[config.mk]
export PLATFORM = sky130hd
export DESIGN_NAME = phs_regs
export DESIGN_NICKNAME = d
export VERILOG_FILES = /design/src/core/phs_pkg.sv /design/src/core/phs_sticky.sv /design/src/core/phs_regs.sv
export SDC_FILE = /design/constraint.sdc
export NUM_CORES = 1
export LEC_CHECK = 0
export BUFFER_PORTS_ARGS = -buffer_cell sky130_fd_sc_hd__buf_2
export CELL_PAD_IN_SITES_DETAIL_PLACEMENT = 2
export CELL_PAD_IN_SITES_GLOBAL_PLACEMENT = 2
export CORE_ASPECT_RATIO = 0.8
export CORE_MARGIN = 5
export CORE_UTILIZATION = 30
export CTS_CLUSTER_DIAMETER = 40
export DETAILED_ROUTE_END_ITERATION = 7
export PLACE_DENSITY = 0.84
export SYNTH_ARGS = -nofsm -noshare
export SYNTH_HDL_FRONTEND = slang
export SYNTH_SLANG_ARGS = --single-unit
[constraint.sdc]
create_clock -name pclk -period 2.5 [get_ports pclk]
set_clock_uncertainty 0.15 [all_clocks]
set_input_delay 0.125 -clock pclk [delete_from_list [all_inputs] [get_ports pclk]]
set_output_delay 0.125 -clock pclk [all_outputs]
set_load 0.03 [all_outputs]
[src/core/phs_pkg.sv]
/*
 * Shared constants for the link state report and interrupt enable bank:
 * register indices, field positions, reset values and event bit order.
 * Assumes an APB host whose byte address is four times the register index.
 */
// How it works
// - speed field bits 15-14, 00/01/10 encoding
// - bit 13 one for full duplex
// - page flag latches, cleared by status read
// - bit 11 set when negotiation done/disabled
// - bit 10 shows current link up
// - bit 7 downshift masking, only while negotiating
// - bit 6 reads one while asleep
// - bits 5-2 reversed channels D..A, gigabit only
// - bit 1 one for normal 10M polarity
// - bit 0 one while jabber present
// - interrupt only for enabled events
// - sixteen enable bits, reset zero, fixed order
// - events latch regardless of enable bits
// - interrupt pin active low unless polarity cleared
package phs_pkg;

	localparam int unsigned REG_W = 16;

	// register indices; byte address is index times four
	localparam logic [5:0] IDX_STATUS = 6'h11;
	localparam logic [5:0] IDX_IRQ_EN = 6'h12;
	localparam logic [5:0] IDX_EVT = 6'h13;
	localparam logic [5:0] IDX_CFG = 6'h14;

	// link state report fields
	localparam int unsigned F_SPEED_HI = 15;
	localparam int unsigned F_SPEED_LO = 14;
	localparam int unsigned F_DUPLEX = 13;
	localparam int unsigned F_PAGE = 12;
	localparam int unsigned F_RES_DONE = 11;
	localparam int unsigned F_LINK = 10;
	localparam int unsigned F_XOVER_CD = 9;
	localparam int unsigned F_XOVER_AB = 8;
	localparam int unsigned F_DOWNSHIFT = 7;
	localparam int unsigned F_SLEEP = 6;
	localparam int unsigned F_CHPOL_HI = 5;
	localparam int unsigned F_CHPOL_LO = 2;
	localparam int unsigned F_POL10 = 1;
	localparam int unsigned F_JABBER = 0;

	localparam logic [1:0] SPEED_10 = 2'h0;
	localparam logic [1:0] SPEED_100 = 2'h1;
	localparam logic [1:0] SPEED_1000 = 2'h2;

	// event order, shared by enable and event status registers
	localparam int unsigned EV_NEG_ERROR = 15;
	localparam int unsigned EV_RATE_CHANGE = 14;
	localparam int unsigned EV_DUPLEX_CHANGE = 13;
	localparam int unsigned EV_PAGE = 12;
	localparam int unsigned EV_NEG_DONE = 11;
	localparam int unsigned EV_LINK_CHANGE = 10;
	localparam int unsigned EV_ENERGY_ERR = 9;
	localparam int unsigned EV_FALSE_CARRIER = 8;
	localparam int unsigned EV_CONV_FIFO = 7;
	localparam int unsigned EV_XOVER_CHANGE = 6;
	localparam int unsigned EV_DOWNSHIFT = 5;
	localparam int unsigned EV_POWER_STATE = 4;
	localparam int unsigned EV_WAKE = 3;
	localparam int unsigned EV_MAC_BUF = 2;
	localparam int unsigned EV_POLARITY = 1;
	localparam int unsigned EV_JABBER = 0;

	// configuration register: interrupt pin polarity
	localparam int unsigned F_IRQ_POL = 13;

	localparam logic [15:0] IRQ_EN_RST = 16'h0000;
	localparam logic [15:0] EVT_RST = 16'h0000;
	localparam logic [15:0] CFG_RST = 16'h2000;
	localparam logic [15:0] CFG_MASK = 16'h2000;

endpackage

[src/core/phs_sticky.sv]
/*
 * Bank of sticky flags: a set pulse latches a bit, a clear pulse drops it.
 * Assumes set and clear are synchronous to pclk; set wins over clear.
 */
module phs_sticky #(
	parameter int unsigned W = 16
) (
	input wire logic pclk,
	input wire logic presetn,
	input wire logic [W-1:0] set,
	input wire logic [W-1:0] clr,
	output logic [W-1:0] flag_q
);

	genvar i;
	generate
		for (i = 0; i < W; i++)
		begin : g_bit
			logic bit_d;

			// an event landing on the clearing edge must survive
			always_comb
			begin
				bit_d = set[i] | (flag_q[i] & ~clr[i]);
			end

			always_ff @(posedge pclk or negedge presetn)
			begin
				if (!presetn)
					flag_q[i] <= 1'b0;
				else
					flag_q[i] <= bit_d;
			end
		end
	endgenerate

endmodule

[src/core/phs_regs.sv]
/*
 * Link state report, interrupt enable, event status and pin polarity
 * registers behind an APB slave, with the interrupt outputs.
 * Assumes status inputs and event pulses are synchronous to pclk.
 */
// The APB interface to the registers was decided locally.
module phs_regs #(
	parameter int unsigned AW = 8
) (
	input wire logic pclk,
	input wire logic presetn,
	input wire logic psel,
	input wire logic penable,
	input wire logic pwrite,
	input wire logic [AW-1:0] paddr,
	input wire logic [31:0] pwdata,
	input wire logic [3:0] pstrb,
	output logic pready,
	output logic [31:0] prdata,
	output logic pslverr,
	input wire logic [1:0] link_speed,
	input wire logic full_duplex,
	input wire logic page_rx,
	input wire logic neg_enabled,
	input wire logic neg_finished,
	input wire logic link_up,
	input wire logic crossover_pairs_cd,
	input wire logic crossover_pairs_ab,
	input wire logic downshift_active,
	input wire logic sleep_state,
	input wire logic [3:0] channel_polarity_flags,
	input wire logic pol10_normal,
	input wire logic jabber_present,
	input wire logic [15:0] event_pulse,
	output logic irq,
	output logic irq_pin
);

	////////////////////////////////////////////////////////////////////////////
	// address decode

	logic setup;
	logic access;
	logic hit_status;
	logic hit_en;
	logic hit_evt;
	logic hit_cfg;
	logic hit_any;

	function automatic logic idx_hit(input logic [AW-1:0] a, input logic [5:0] idx);
		idx_hit = (a[AW-1:2] == idx[AW-3:0]);
	endfunction

	always_comb
	begin
		hit_status = 1'b0;
		hit_en = 1'b0;
		hit_evt = 1'b0;
		hit_cfg = 1'b0;
		if (idx_hit(paddr, phs_pkg::IDX_STATUS))
			hit_status = 1'b1;
		else if (idx_hit(paddr, phs_pkg::IDX_IRQ_EN))
			hit_en = 1'b1;
		else if (idx_hit(paddr, phs_pkg::IDX_EVT))
			hit_evt = 1'b1;
		else if (idx_hit(paddr, phs_pkg::IDX_CFG))
			hit_cfg = 1'b1;
	end

	assign hit_any = hit_status | hit_en | hit_evt | hit_cfg;
	assign setup = psel & ~penable;
	// zero wait states: read data is captured in the setup cycle
	assign access = psel & penable;
	assign pready = access;

	////////////////////////////////////////////////////////////////////////////
	// live status word

	logic page_q;
	logic gig_link;
	logic negotiating;
	logic [15:0] status_word;

	assign gig_link = link_up & (link_speed == phs_pkg::SPEED_1000);
	assign negotiating = neg_enabled & ~neg_finished;

	always_comb
	begin
		status_word = 16'h0000;
		status_word[phs_pkg::F_SPEED_HI:phs_pkg::F_SPEED_LO] = link_speed;
		status_word[phs_pkg::F_DUPLEX] = full_duplex;
		status_word[phs_pkg::F_PAGE] = page_q;
		status_word[phs_pkg::F_RES_DONE] = ~neg_enabled | neg_finished;
		status_word[phs_pkg::F_LINK] = link_up;
		status_word[phs_pkg::F_XOVER_CD] = crossover_pairs_cd;
		status_word[phs_pkg::F_XOVER_AB] = crossover_pairs_ab;
		// masking is only meaningful while negotiation runs
		status_word[phs_pkg::F_DOWNSHIFT] = downshift_active & negotiating;
		status_word[phs_pkg::F_SLEEP] = sleep_state;
		// per-channel flags are undefined without a gigabit link, so read zero
		if (gig_link)
			status_word[phs_pkg::F_CHPOL_HI:phs_pkg::F_CHPOL_LO] = channel_polarity_flags;
		status_word[phs_pkg::F_POL10] = pol10_normal;
		status_word[phs_pkg::F_JABBER] = jabber_present;
	end

	////////////////////////////////////////////////////////////////////////////
	// read path and clear-on-read snapshot

	logic [15:0] rdata_d;
	logic [15:0] rdata_q;
	logic slverr_d;
	logic slverr_q;
	logic snap_page_d;
	logic snap_page_q;
	logic [15:0] en_q;
	logic [15:0] evt_q;
	logic [15:0] cfg_q;

	always_comb
	begin
		rdata_d = rdata_q;
		slverr_d = slverr_q;
		snap_page_d = snap_page_q;
		if (setup)
		begin
			slverr_d = ~hit_any;
			snap_page_d = 1'b0;
			if (hit_status)
			begin
				rdata_d = status_word;
				snap_page_d = page_q & ~pwrite;
			end
			else if (hit_en)
				rdata_d = en_q;
			else if (hit_evt)
				rdata_d = evt_q;
			else if (hit_cfg)
				rdata_d = cfg_q;
			else
				rdata_d = 16'h0000;
		end
	end

	always_ff @(posedge pclk or negedge presetn)
	begin
		if (!presetn)
		begin
			rdata_q <= 16'h0000;
			slverr_q <= 1'b0;
			snap_page_q <= 1'b0;
		end
		else
		begin
			rdata_q <= rdata_d;
			slverr_q <= slverr_d;
			snap_page_q <= snap_page_d;
		end
	end

	// registers are sixteen bits; upper lanes always read zero
	assign prdata = {16'h0000, rdata_q};
	assign pslverr = slverr_q & access;

	////////////////////////////////////////////////////////////////////////////
	// writable registers

	logic wr_en;
	logic wr_evt;
	logic wr_cfg;
	logic rd_status_done;
	logic [15:0] lane_mask;
	logic [15:0] en_d;
	logic [15:0] cfg_d;

	assign wr_en = access & pwrite & hit_en;
	assign wr_evt = access & pwrite & hit_evt;
	assign wr_cfg = access & pwrite & hit_cfg;
	assign rd_status_done = access & ~pwrite & hit_status;
	assign lane_mask = {{8{pstrb[1]}}, {8{pstrb[0]}}};

	always_comb
	begin
		en_d = en_q;
		cfg_d = cfg_q;
		if (wr_en)
			en_d = (en_q & ~lane_mask) | (pwdata[15:0] & lane_mask);
		if (wr_cfg)
			cfg_d = (cfg_q & ~(lane_mask & phs_pkg::CFG_MASK)) | (pwdata[15:0] & lane_mask & phs_pkg::CFG_MASK);
	end

	always_ff @(posedge pclk or negedge presetn)
	begin
		if (!presetn)
		begin
			en_q <= phs_pkg::IRQ_EN_RST;
			cfg_q <= phs_pkg::CFG_RST;
		end
		else
		begin
			en_q <= en_d;
			cfg_q <= cfg_d;
		end
	end

	////////////////////////////////////////////////////////////////////////////
	// sticky flags

	logic [15:0] evt_set;
	logic [15:0] evt_clr;

	always_comb
	begin
		evt_set = event_pulse;
		evt_set[phs_pkg::EV_PAGE] = event_pulse[phs_pkg::EV_PAGE] | page_rx;
	end

	// write one to clear; a new event in the same cycle stays set
	assign evt_clr = wr_evt ? (pwdata[15:0] & lane_mask) : 16'h0000;

	phs_sticky #(
		.W(16)
	) u_evt (
		.pclk(pclk),
		.presetn(presetn),
		.set(evt_set),
		.clr(evt_clr),
		.flag_q(evt_q)
	);

	// only a page seen in the snapshot is cleared, so a later one survives
	phs_sticky #(
		.W(1)
	) u_page (
		.pclk(pclk),
		.presetn(presetn),
		.set(page_rx),
		.clr(rd_status_done & snap_page_q),
		.flag_q(page_q)
	);

	////////////////////////////////////////////////////////////////////////////
	// interrupt outputs

	assign irq = |(evt_q & en_q);
	// polarity bit set drives the pin low when active
	assign irq_pin = cfg_q[phs_pkg::F_IRQ_POL] ? ~irq : irq;
endmodule

==> flow_metrics.env <==
export IMPL_outcome="finished, violations left"
export IMPL_violations="negative hold slack"
export IMPL_arrival_ps=2420
export IMPL_routed_wl_mm=10.9
export IMPL_start_util_pct=31.0
export IMPL_crit_fanout=15
export IMPL_synth_largest_area_cell="dfrtp_1"
export IMPL_min_path_type="in -> reg"
export IMPL_routed_top_layer="met4"
export IMPL_critPathCaptureType="register"
export IMPL_io_buffers=81
export IMPL_routedWlPerCell_um=22.0
export IMPL_critPathRequiredTime_ps=2540
export IMPL_synth_edf_count=0
export IMPL_drv_cap=0
export IMPL_final_layout_size_suffix_gt1_share_pct=34.0
export IMPL_finalCritPeriodShare_pct=95.2
export IMPL_ant_nets=0
export IMPL_worstMarginPinSlew_ps=845
export IMPL_crit_chain="dlygate4sd3_1, buf_2, nand3_1, nor4_4, buf_4, nand3_1, a21o_1, dlygate4sd3_1"
export IMPL_syn_inst=244
export IMPL_ys_warn_count=0
export IMPL_die_area_um2=10900
export IMPL_powerDensity_nw_per_um2=467
export IMPL_gp_congestion=0.782
export IMPL_holdWs_ps=-5.36
export IMPL_critPathSlowestCell="dlygate4sd3_1"
export IMPL_synth_ff_latch_count=52
export IMPL_drc=0
export IMPL_htree_levels=2
export IMPL_async_flop_share_pct=100
export IMPL_grt_pass1_wl_mm=17.0
export IMPL_wl_met2_mm=5.83
export IMPL_finalSetupViolCount=0
export IMPL_syn_area_per_cell_um2=10.9
export IMPL_vias=2510
export IMPL_fin_ws_ps=120
export IMPL_rsz0062_at_grt="no"
export IMPL_total_power_mw=1.78
export IMPL_report_final_slew_viol_count=0
export IMPL_synth_most_common_cell="dfrtp_1"
export IMPL_startpoint_type="primary input"
export IMPL_die_w_um=115
export IMPL_numCtsBuffers=5
export IMPL_cts_root_buf="clkbuf_8"
export IMPL_placed_cell_area_um2=3130
export IMPL_row_count=30
export IMPL_synth_top_area_share_pct=47.8
export IMPL_ys_flop_type="dfrtp_1"
export IMPL_grt_usage_pct=20.7
export IMPL_syn_area_um2=2670
export IMPL_wl_met1_mm=4.31
export IMPL_stdcell_count=497
export IMPL_drt_iter0_drc=79
export IMPL_clock_sinks=52
export IMPL_clk_latency_ps=320
export IMPL_fin_nets=466
export IMPL_route_met3_wl_um=479
export IMPL_yosysUniqueCellTypes=41
export IMPL_clock_path_buffers=2
export IMPL_fmax_mhz=420
export IMPL_cts_tree="built"
export IMPL_finalHoldViolCount=1
export IMPL_yosys_top_cells_count="dfrtp_1 (51), mux2_2 (31), buf_4 (17), nand3_1 (17), a21o_1 (16)"
export IMPL_maxSlewHeadroom_pct=43.6
export IMPL_critPathMaxStageDelay_ps=580
export IMPL_power_leakage_nw=1.69
export IMPL_viasPerCell=5.05
export IMPL_grt_max_degree=22
export IMPL_clk_pin_slew_worst_paths_ps=90
export IMPL_hold_path_end="rdata_q[15]"
export IMPL_hold_path_cell_count=3
export IMPL_critical_path_class="in -> reg"
export IMPL_reg2reg_depth=2
export IMPL_rr_endpoint="u_evt.flag_q[2]"
export IMPL_die_h_um=94.4
export IMPL_reg2reg_slack_ps=1040
export IMPL_fin_util_pct=44.4
export IMPL_fin_crit_ps=2380
export IMPL_core_area_um2=8600
export IMPL_dp_hpwl_mm=6.95
export IMPL_ys_seq_area_share_pct=48.8
export IMPL_grt_pass1_vias=3028
export IMPL_dp_cells=430
export IMPL_ctsHoldBuffers=59
export IMPL_overflow=0
export IMPL_timing_rr_start="u_evt.flag_q[2]"
export IMPL_n_antenna_cell=0
export IMPL_area_growth_syn_to_layout_pct=42.9
export IMPL_setup_tns_ps=0
export IMPL_nFillCells=906
export IMPL_antenna_found_initial=0
export IMPL_ctsResizeCount=0
export IMPL_pin_count=118
export IMPL_max_vdd_ir_drop_mv=0.212
export IMPL_final_cell_area_um2=3810
export IMPL_place_ws_ps=463
export IMPL_post_cts_buffers=0
export IMPL_hold_start="link_speed[1]"
export IMPL_first_pass_iters=4
export IMPL_synth_area_leaders="dfrtp_1 (48%), mux2_2 (13%), buf_4 (4.8%)"
## report_power, final
| part | switching (mW) | internal (mW) | leakage (nW) |
|---|---|---|---|
| logic | 0.230 | 0.153 | 1.02 |
| registers | 0.0155 | 0.863 | 0.617 |
| clock network | 0.291 | 0.227 | 0.0455 |
| total | 0.537 | 1.24 | 1.69 |
## placed cells by master, fill, tap and decap left out, types with 5 or more instances in the layout
cell type and instances:
buf_2 81, dlygate4sd3_1 59, dfrtp_1 51, mux2_2 31, nand3_1 17, a21o_1 16, conb_1 16, nor2_1 15
nand2_1 12, a22oi_1 9, o21ai_0 9, a221oi_1 8, buf_4 7, a21oi_1 6, clkbuf_8 6, a22o_1 5
## final cells by class
cell class | count | area (um^2) | area share [%]
clock buffers | 8 | 90.1 | 2.36
flip-flops and latches | 52 | 1300 | 34.2
repair buffers | 147 | 1050 | 27.5
well taps | 112 | 140 | 3.67
inverters | 3 | 11.3 | 0.295
multi-input cells | 175 | 1220 | 32.0
## layer usage
| metal | GRT usage [%] | vias to the layer above |
|---|---|---|
| li1 | - | 1131 |
| met1 | 23.8 | 1268 |
| met2 | 37.8 | 85 |
| met3 | 3.91 | 26 |
| met4 | 8.60 | 0 |
| met5 | 0 | - |
## worst max-delay path: cells and delay by family
family          cells  cell delay, ps
buf+inv             4            1520
simple gates        3             590
compound gates      1             190
## kinds of logic after synthesis
| kind of cell | Yosys count | synth area share, % |
|---|---|---|
| simple gates | 69 | 14.3 |
| compound gates | 58 | 15.8 |
| flops | 52 | 48.8 |
| buf+inv | 32 | 7.55 |
| mux | 31 | 13.1 |
| xor+xnor | 1 | 0.328 |
| other cells | 1 | 0.141 |
## how the worst max path moves through the flow
| stage | start | endpoint | slack [ps] | depth (start not counted) |
|---|---|---|---|---|
| floorplan | register | irq_pin | 430 | 4 |
| global placement | paddr[7] | register | 550 | 5 |
| detailed placement | paddr[7] | rdata_q[11] | 460 | 5 |
| CTS | pwrite | u_evt.flag_q[14] | 190 | 8 |
| global route | pwrite | u_evt.flag_q[1] | 50 | 8 |
| finish | pwrite | u_evt.flag_q[1] | 120 | 8 |
(Power assumes the default switching activity.)
